--- src/gic_pkg.sv ---
// Package of constants and types for the gate-input acquisition controller
package gic_pkg;

  // Clock and timing
  localparam int unsigned CLK_HZ             = 125_000_000;
  localparam int unsigned SYNC_PERIOD_MS     = 100;
  localparam int unsigned SYNC_CYCLES        = CLK_HZ / 1000 * SYNC_PERIOD_MS;
  localparam int unsigned SYNC_PULSE_US      = 1;
  localparam int unsigned SYNC_PULSE_CYCLES  = CLK_HZ / 1_000_000 * SYNC_PULSE_US;
  localparam int unsigned ADDR_WINDOW_S      = 10;
  localparam int unsigned ADDR_WINDOW_CYCLES = CLK_HZ * ADDR_WINDOW_S;
  localparam int unsigned ADDR_RETRY_MS      = 1000;
  localparam int unsigned ADDR_RETRY_CYCLES  = CLK_HZ / 1000 * ADDR_RETRY_MS;

  // Fallback network address 169.254.0.127
  localparam logic [31:0] STATIC_IP = 32'hA9FE007F;

  // Register byte offsets
  localparam logic [7:0] OFS_CTRL      = 8'h00;
  localparam logic [7:0] OFS_MODE      = 8'h04;
  localparam logic [7:0] OFS_STATUS    = 8'h08;
  localparam logic [7:0] OFS_EVT_COUNT = 8'h0C;
  localparam logic [7:0] OFS_MON_INDEX = 8'h10;
  localparam logic [7:0] OFS_MON_VALUE = 8'h14;
  localparam logic [7:0] OFS_HOST      = 8'h18;
  localparam logic [7:0] OFS_VIEW      = 8'h1C;
  localparam logic [7:0] OFS_IP_ADDR   = 8'h20;

  // Field positions
  localparam int unsigned CTRL_START_BIT = 0;
  localparam int unsigned CTRL_STOP_BIT  = 1;
  localparam int unsigned CTRL_CLEAR_BIT = 2;
  localparam int unsigned MODE_LIST_BIT  = 3;
  localparam int unsigned HOST_NEW_BIT   = 8;
  localparam int unsigned VIEW_ALT_BIT   = 0;

  // Gate modes
  localparam logic [2:0] MODE_NONE        = 3'h0;
  localparam logic [2:0] MODE_ACQ_CTL     = 3'h1;
  localparam logic [2:0] MODE_ACQ_TRIG    = 3'h2;
  localparam logic [2:0] MODE_COINC       = 3'h3;
  localparam logic [2:0] MODE_EVT_CNT     = 3'h4;
  localparam logic [2:0] MODE_ROUTE       = 3'h5;
  localparam logic [2:0] MODE_SYNC        = 3'h6;
  localparam logic [2:0] MODE_SYNC_MASTER = 3'h7;

  // Reset values and sizes
  localparam logic [2:0] MODE_RST      = MODE_NONE;
  localparam int unsigned NUM_HOSTS    = 4;
  localparam logic [7:0] MON_IDX_EVENT = 8'h00;

  typedef enum logic [2:0] {
    RUN_IDLE  = 3'b001,
    RUN_ARMED = 3'b010,
    RUN_ACQ   = 3'b100
  } gic_run_type;

  typedef enum logic [3:0] {
    ADR_WAIT   = 4'b0001,
    ADR_REQ    = 4'b0010,
    ADR_BOUND  = 4'b0100,
    ADR_STATIC = 4'b1000
  } gic_addr_type;

endpackage

--- src/gic_pin_sync.sv ---
// Three-stage pin synchroniser with agreement filter and rising-edge pulse
`timescale 1ns/1ns
`default_nettype none
module gic_pin_sync (
  input  wire logic ref_clk,
  input  wire logic reset,
  input  wire logic pin_in,
  output var  logic level,
  output var  logic rise
);
  logic s1;
  logic s2;
  logic s3;

  always_ff @(posedge ref_clk) begin
    if (reset) begin
      s1 <= 1'b0;
      s2 <= 1'b0;
      s3 <= 1'b0;
    end else begin
      s1 <= pin_in;
      s2 <= s1;
      s3 <= s2;
    end
  end

  // A change counts only once the last two stages agree
  always_ff @(posedge ref_clk) begin
    if (reset) begin
      level <= 1'b0;
      rise  <= 1'b0;
    end else begin
      rise <= (s2 == s3) && s3 && !level;
      if (s2 == s3) begin
        level <= s3;
      end
    end
  end
endmodule
`default_nettype wire

--- src/gic_top.sv ---
// Gate-input acquisition controller with APB register slave
//
// The APB slave port and the address map are this design's own decisions.
`timescale 1ns/1ns
`default_nettype none
module gic_top
  import gic_pkg::*;
#(
  parameter int unsigned SYNC_CNT   = SYNC_CYCLES,
  parameter int unsigned WINDOW_CNT = ADDR_WINDOW_CYCLES,
  parameter int unsigned RETRY_CNT  = ADDR_RETRY_CYCLES
) (
  input  wire logic        ref_clk,
  input  wire logic        reset,
  input  wire logic        psel,
  input  wire logic        penable,
  input  wire logic        pwrite,
  input  wire logic [7:0]  paddr,
  input  wire logic [31:0] pwdata,
  output var  logic [31:0] prdata,
  output var  logic        pready,
  output var  logic        pslverr,
  input  wire logic        gate_in,
  input  wire logic        link_in,
  input  wire logic        pulse_valid,
  input  wire logic        addr_ack,
  input  wire logic [31:0] assigned_ip,
  output var  logic        gate_out,
  output var  logic        store_strobe,
  output var  logic        store_alt,
  output var  logic        time_enable,
  output var  logic        sync_record,
  output var  logic [31:0] sync_stamp,
  output var  logic        view_alt,
  output var  logic        addr_request,
  output var  logic        use_static_addr,
  output var  logic [31:0] ip_addr
);
  function automatic logic reg_known(input logic [7:0] a);
    reg_known = (a == OFS_CTRL) || (a == OFS_MODE) || (a == OFS_STATUS) ||
                (a == OFS_EVT_COUNT) || (a == OFS_MON_INDEX) ||
                (a == OFS_MON_VALUE) || (a == OFS_HOST) || (a == OFS_VIEW) ||
                (a == OFS_IP_ADDR);
  endfunction
  logic                 gate_lvl;
  logic                 gate_rise;
  logic                 link_lvl;
  logic                 wr;
  logic                 start_cmd;
  logic                 stop_cmd;
  logic                 clear_cmd;
  logic [2:0]           mode;
  logic                 list_mode;
  gic_run_type          run_state;
  gic_addr_type         addr_state;
  logic [31:0]          event_count;
  logic [7:0]           mon_index;
  logic [1:0]           host_id;
  logic [NUM_HOSTS-1:0] view_mem;
  logic [31:0]          stamp;
  logic [31:0]          sync_cnt;
  logic                 sync_tick;
  logic                 sync_edge;
  logic [31:0]          win_cnt;
  logic [31:0]          retry_cnt;
  logic                 time_run;
  logic                 store_ok;
  logic [31:0]          next_rdata;
  gic_pin_sync gate_sync (
    .ref_clk (ref_clk),
    .reset   (reset),
    .pin_in  (gate_in),
    .level   (gate_lvl),
    .rise    (gate_rise)
  );
  gic_pin_sync link_sync (
    .ref_clk (ref_clk),
    .reset   (reset),
    .pin_in  (link_in),
    .level   (link_lvl),
    .rise    ()
  );
  // APB slave: one wait state, writes land on the completing edge
  assign wr        = psel && penable && pready && pwrite;
  assign start_cmd = wr && (paddr == OFS_CTRL) && pwdata[CTRL_START_BIT];
  assign stop_cmd  = wr && (paddr == OFS_CTRL) && pwdata[CTRL_STOP_BIT];
  assign clear_cmd = wr && (paddr == OFS_CTRL) && pwdata[CTRL_CLEAR_BIT];
  always_comb begin
    next_rdata = 32'h0;
    if (paddr == OFS_CTRL) begin
      next_rdata = {29'h0, run_state};
    end else if (paddr == OFS_MODE) begin
      next_rdata = {28'h0, list_mode, mode};
    end else if (paddr == OFS_STATUS) begin
      next_rdata = {23'h0, link_lvl, addr_state, gate_lvl, run_state};
    end else if (paddr == OFS_EVT_COUNT) begin
      next_rdata = event_count;
    end else if (paddr == OFS_MON_INDEX) begin
      next_rdata = {24'h0, mon_index};
    end else if (paddr == OFS_MON_VALUE) begin
      next_rdata = (mon_index == MON_IDX_EVENT) ? event_count : 32'h0;
    end else if (paddr == OFS_HOST) begin
      next_rdata = {30'h0, host_id};
    end else if (paddr == OFS_VIEW) begin
      next_rdata = {31'h0, view_mem[host_id]};
    end else if (paddr == OFS_IP_ADDR) begin
      next_rdata = ip_addr;
    end
  end
  always_ff @(posedge ref_clk) begin
    if (reset) begin
      pready  <= 1'b0;
      pslverr <= 1'b0;
      prdata  <= 32'h0;
    end else begin
      pready  <= psel && penable && !pready;
      pslverr <= psel && penable && !pready && !reg_known(paddr);
      if (psel && penable && !pready && !pwrite) begin
        prdata <= next_rdata;
      end
    end
  end
  // Mode is locked while a run is in progress so gating never flips mid-spectrum
  always_ff @(posedge ref_clk) begin
    if (reset) begin
      mode      <= MODE_RST;
      list_mode <= 1'b0;
    end else if (wr && (paddr == OFS_MODE) && (run_state == RUN_IDLE)) begin
      mode      <= pwdata[2:0];
      list_mode <= pwdata[MODE_LIST_BIT];
    end
  end
  always_ff @(posedge ref_clk) begin
    if (reset) begin
      run_state <= RUN_IDLE;
    end else begin
      case (run_state)
        RUN_IDLE: begin
          if (start_cmd) begin
            run_state <= (mode == MODE_ACQ_TRIG) ? RUN_ARMED : RUN_ACQ;
          end
        end
        RUN_ARMED: begin
          if (stop_cmd) begin
            run_state <= RUN_IDLE;
          end else if (gate_rise) begin
            run_state <= RUN_ACQ;
          end
        end
        RUN_ACQ: begin
          if (stop_cmd) begin
            run_state <= RUN_IDLE;
          end
        end
        default: begin
          run_state <= RUN_IDLE;
        end
      endcase
    end
  end
  // Timers stop with the gate only in acquisition-control mode
  assign time_run = (run_state == RUN_ACQ) && ((mode != MODE_ACQ_CTL) || gate_lvl);
  assign store_ok = time_run && ((mode != MODE_COINC) || gate_lvl);
  always_ff @(posedge ref_clk) begin
    if (reset) begin
      time_enable  <= 1'b0;
      store_strobe <= 1'b0;
      store_alt    <= 1'b0;
    end else begin
      time_enable  <= time_run;
      store_strobe <= pulse_valid && store_ok;
      store_alt    <= pulse_valid && store_ok && (mode == MODE_ROUTE) && gate_lvl;
    end
  end
  // A rise in the clearing cycle is kept as the first count
  always_ff @(posedge ref_clk) begin
    if (reset) begin
      event_count <= 32'h0;
    end else if (clear_cmd) begin
      event_count <= {31'h0, (mode == MODE_EVT_CNT) && gate_rise};
    end else if ((mode == MODE_EVT_CNT) && gate_rise) begin
      event_count <= event_count + 32'h1;
    end
  end
  always_ff @(posedge ref_clk) begin
    if (reset) begin
      mon_index <= MON_IDX_EVENT;
    end else if (wr && (paddr == OFS_MON_INDEX)) begin
      mon_index <= pwdata[7:0];
    end
  end
  // Per-connection view select; a newly attached host starts regular
  always_ff @(posedge ref_clk) begin
    if (reset) begin
      host_id  <= 2'h0;
      view_mem <= '0;
    end else if (wr && (paddr == OFS_HOST)) begin
      host_id <= pwdata[1:0];
      if (pwdata[HOST_NEW_BIT]) begin
        view_mem[pwdata[1:0]] <= 1'b0;
      end
    end else if (wr && (paddr == OFS_VIEW)) begin
      view_mem[host_id] <= pwdata[VIEW_ALT_BIT];
    end
  end
  always_ff @(posedge ref_clk) begin
    if (reset) begin
      view_alt <= 1'b0;
    end else begin
      view_alt <= view_mem[host_id];
    end
  end
  // Sync master period; count runs only in master mode
  assign sync_tick = (mode == MODE_SYNC_MASTER) && (sync_cnt == 32'h0);
  always_ff @(posedge ref_clk) begin
    if (reset || (mode != MODE_SYNC_MASTER)) begin
      sync_cnt <= 32'h0;
    end else if (sync_cnt == 32'(SYNC_CNT - 1)) begin
      sync_cnt <= 32'h0;
    end else begin
      sync_cnt <= sync_cnt + 32'h1;
    end
  end
  // Master drives a wide pulse so slave synchronisers cannot miss it
  always_ff @(posedge ref_clk) begin
    if (reset) begin
      gate_out <= 1'b0;
    end else if (mode == MODE_SYNC_MASTER) begin
      gate_out <= (sync_cnt < 32'(SYNC_PULSE_CYCLES));
    end else begin
      gate_out <= gate_lvl;
    end
  end
  assign sync_edge = ((mode == MODE_SYNC) && gate_rise) || sync_tick;
  always_ff @(posedge ref_clk) begin
    if (reset) begin
      stamp       <= 32'h0;
      sync_record <= 1'b0;
      sync_stamp  <= 32'h0;
    end else begin
      stamp       <= stamp + 32'h1;
      sync_record <= list_mode && (run_state == RUN_ACQ) && sync_edge;
      if (list_mode && (run_state == RUN_ACQ) && sync_edge) begin
        sync_stamp <= stamp;
      end
    end
  end
  // Address acquisition after each link connect
  always_ff @(posedge ref_clk) begin
    if (reset) begin
      addr_state <= ADR_WAIT;
    end else begin
      case (addr_state)
        ADR_WAIT: begin
          if (link_lvl) begin
            addr_state <= ADR_REQ;
          end
        end
        ADR_REQ: begin
          if (!link_lvl) begin
            addr_state <= ADR_WAIT;
          end else if (addr_ack) begin
            addr_state <= ADR_BOUND;
          end else if (win_cnt == 32'(WINDOW_CNT - 1)) begin
            addr_state <= ADR_STATIC;
          end
        end
        ADR_BOUND, ADR_STATIC: begin
          if (!link_lvl) begin
            addr_state <= ADR_WAIT;
          end
        end
        default: begin
          addr_state <= ADR_WAIT;
        end
      endcase
    end
  end
  always_ff @(posedge ref_clk) begin
    if (reset || (addr_state != ADR_REQ)) begin
      win_cnt   <= 32'h0;
      retry_cnt <= 32'h0;
    end else begin
      win_cnt <= win_cnt + 32'h1;
      if (retry_cnt == 32'(RETRY_CNT - 1)) begin
        retry_cnt <= 32'h0;
      end else begin
        retry_cnt <= retry_cnt + 32'h1;
      end
    end
  end
  always_ff @(posedge ref_clk) begin
    if (reset) begin
      addr_request    <= 1'b0;
      use_static_addr <= 1'b0;
      ip_addr         <= 32'h0;
    end else begin
      addr_request    <= (addr_state == ADR_REQ) && (retry_cnt == 32'h0) && link_lvl;
      use_static_addr <= (addr_state == ADR_STATIC);
      if (addr_state == ADR_STATIC) begin
        ip_addr <= STATIC_IP;
      end else if ((addr_state == ADR_REQ) && addr_ack) begin
        ip_addr <= assigned_ip;
      end else if (addr_state == ADR_WAIT) begin
        ip_addr <= 32'h0;
      end
    end
  end
endmodule
`default_nettype wire

--- config.mk ---
export PLATFORM = sky130hd
export DESIGN_NAME = gic_top
export DESIGN_NICKNAME = d
export VERILOG_FILES = /design/src/gic_pkg.sv /design/src/gic_pin_sync.sv /design/src/gic_top.sv
export SDC_FILE = /design/constraint.sdc
export NUM_CORES = 1
export LEC_CHECK = 0
export ABC_AREA = 0
export BUFFER_PORTS_ARGS = -buffer_cell sky130_fd_sc_hd__clkbuf_2
export CORE_ASPECT_RATIO = 0.75
export CORE_MARGIN = 4
export CORE_UTILIZATION = 40
export CTS_BUF_LIST = sky130_fd_sc_hd__clkbuf_4 sky130_fd_sc_hd__clkbuf_8
export CTS_CLUSTER_DIAMETER = 80
export DETAILED_ROUTE_END_ITERATION = 12
export GPL_TIMING_DRIVEN = 0
export PLACE_DENSITY = 0.59
export SLEW_MARGIN = 20
export SYNTH_ARGS = -nofsm -noshare
export SYNTH_HDL_FRONTEND = slang
export SYNTH_SLANG_ARGS = --single-unit
export TNS_END_PERCENT = 1
--- constraint.sdc ---
create_clock -name ref_clk -period 2.55 [get_ports ref_clk]
set_clock_uncertainty 0.15 [all_clocks]
set_input_delay 0.1275 -clock ref_clk [delete_from_list [all_inputs] [get_ports ref_clk]]
set_output_delay 0.1275 -clock ref_clk [all_outputs]
set_load 0.02 [all_outputs]
==> results.cfg <==
[status]
status = completed

[final_layout]
drive_gt1_frac = 0.162
antenna_cells = 0
nets = 1896
synthToLayoutAreaGrowth_pct = 22.2
post-route-util = 0.503
final_area_mm2 = 0.0165

[setup_path]
worst-r2r-cell-count = 6
worstPathArrival_ns = 2.88
reg2reg_slack_ns = 0.01
reg2reg_to = sync_cnt[28]
endpoint_kind = register
r2r_start = sync_cnt[1]
criticalPathCategory = reg2reg
cp.required_ns = 2.90
crit_path_max_fanout = 8
start_kind = register

[worst_hold_path]
min_path_type = in2reg
holdPathStages = 4
min_from = paddr[0]
whs_endpoint = pslverr

[sta]
slew_violations = 0
tightest_slew_ns = 1.04
max_freq_mhz = 394
rsz0062_at_grt = true
fin_crit_sh = 0.996
slew_headroom = 0.302
setup_viol = 0
fin_crit_ns = 2.54
worst_slack_ns = 0.0113
tns_ns = 0
hold_viol = 0

[logic_synthesis]
synth_area_leaders = dfxtp_1, nor2_1, xor2_1, mux2i_1, xnor2_1
syn_area_per_cell_um2 = 8.75
synth_edf_count = 0
synth_cells = 1543
ys_seq_area_frac = 0.445
synth_area_leader_cell = dfxtp_1
ys_top_cells_by_count = dfxtp_1, nor2_1, clkbuf_1, xor2_1, nand2_1
synthArstFlopShare = 0
yosysMostFrequentCell = dfxtp_1
synth_top_area_frac = 0.445
synth_ff_type = dfxtp_1
syn_area_mm2 = 0.0135
ys_ff_latch = 300
synth_warnings = 0
synth_cell_type_count = 75
synth.net_count = 1633

[place]
hpwl_um = 29100
post-place-ws_ns = -0.336
place_area_mm2 = 0.0149
place_congestion = 0.925
port_buffers = 161

[die]
fp-row-count = 57
core_mm2 = 0.0328
start_util = 0.411
dieArea_mm2 = 0.0368
ioPinCount = 187
die_y_um = 167
die_w_um = 220

[clocking]
root_buffer = clkbuf_8
tritoncts = built
cts_buffers = 48
worstSkewPairLatency_ns = 0.58
cts.sinks = 300
clock_path_buffers = 3
clk_pin_slew_ns = 0.06
htree_num_levels = 2

[routing]
wl_per_cell_um = 17.5
dr.first_iter.drc_count = 1067
route.detailed.drc = 0
dr.pass1.iters = 7
via_per_inst = 5.39
ant_nets = 0
routed_wl_um = 39800
via_count = 12300

[global_route]
track_usage = 0.209
first_global_vias = 11500
grt_max_degree = 12
grt_first_pass_wirelength_um = 62600
antenna_found_initial = 0
grt-ovfl-total = 0

[pwr]
ir_worst_vdd_uv = 376
powerDensity_mw_per_mm2 = 568
cellLeakagePower_nw = 5.79

[job]
max-cap-violations = 0
layout make-up:
type / count / area [µm²]
plain buffers: 97 / 415
multi-input cells: 1111 / 7050
flip-flops and latches: 300 / 6010
repair buffers: 215 / 1350
clock inverters: 4 / 20.0
inverters: 33 / 124
clock buffers: 77 / 978
fillers: 3193 / 16300
well taps: 442 / 553
worst max-delay path: stages, from the launching register on:
cell and delay [ns]:
dfxtp_1 0.38, ha_2 0.23, nand4_1 0.26, nor4_4 0.59
nand4_1 0.33, or3_1 0.38, a21oi_1 0.14
how the worst max path moves through the flow:
stage / from / end / depth (start not counted) / slack (ns)
2_1_floorplan: pready / view_mem[0] / 6 / 0.36
3_3_place_gp: reset / ip_addr[4] / 6 / -0.32
3_5_place_dp: reset / ip_addr[0] / 6 / -0.34
4_1_cts: sync_cnt[1] / sync_cnt[28] / 6 / -0.01
5_1_grt: sync_cnt[1] / sync_cnt[28] / 6 / -0.10
6_report: sync_cnt[1] / sync_cnt[28] / 6 / 0.01
layout by cell type (no fill, tap or decap), types with 5 or more instances in the layout:
cell type	instances
nor4b_1	5
nand3_1	73
clkbuf_2	170
xor2_1	81
a222oi_1	23
xnor2_1	57
a22oi_1	36
o21ai_0	33
nor3_1	32
inv_1	33
nor2b_1	19
clkbuf_4	14
a211oi_1	8
nor2_1	238
nand4_1	46
ha_1	6
buf_1	6
nor4_2	5
nand2_1	80
nand4b_1	5
buf_2	6
clkbuf_8	65
nor4_1	38
a21oi_1	50
or4_1	5
mux2i_1	50
and3_1	22
clkbuf_1	70
and4_1	21
or3_1	19
nand2b_1	73
dfxtp_1	298
dlygate4sd3_1	54
kinds of logic after synthesis:
logic type | count (synthesis) | synth area share
muxes | 51 | 0.0387
AOI/OAI and AO/OA | 192 | 0.0993
xor gates and xnor gates | 138 | 0.0895
DFF | 300 | 0.445
and+or+nand+nor | 721 | 0.280
adders and majority gates | 9 | 0.00834
buffers and inverters | 132 | 0.0394
what timing repair did:
action                     CTS  global route
hold endpoints to repair    74             0
setup endpoints to repair   52           151
pin swaps                    2             0
buffers inserted             0             0
hold buffers                54             0
resized for setup            9            26
registers in the layout, indices dropped and copies added (netlist names), 8 cells and up:
signal / count
sync_stamp: 32
stamp: 32
ip_addr: 32
sync_cnt: 32
retry_cnt: 32
event_count: 32
prdata: 32
win_cnt: 32
mon_index: 8
metal layers:
layer / GRT usage / vias up / wire (µm)
met5: 0 / - / 0
met4: 0.0685 / 0 / 1100
met3: 0.0431 / 78 / 2860
met2: 0.296 / 415 / 16500
met1: 0.315 / 5815 / 19300
li1: - / 5978 / -
power by group:
group          total (W)  switching (W)  leakage [nW]  internal (W)
clock network    0.00431        0.00190         0.536       0.00241
logic           0.000343       0.000199          2.84      0.000144
registers        0.00471      0.0000124          2.42       0.00470
total            0.00937        0.00211          5.79       0.00725
metrics by stage:
stage | total power [W] | hold WS, ns | cells
after floorplan | 0.00495 | 0.106 | 1543
after global placement | 0.00508 | 0.201 | 2146
after detailed placement | 0.00508 | 0.206 | 2146
after CTS | 0.00946 | 0.000731 | 2281
after global routing | 0.00972 | 0.0548 | 2279
final | 0.00937 | 0.0390 | 2279
Note: power is estimated with default switching activity, not from simulation.
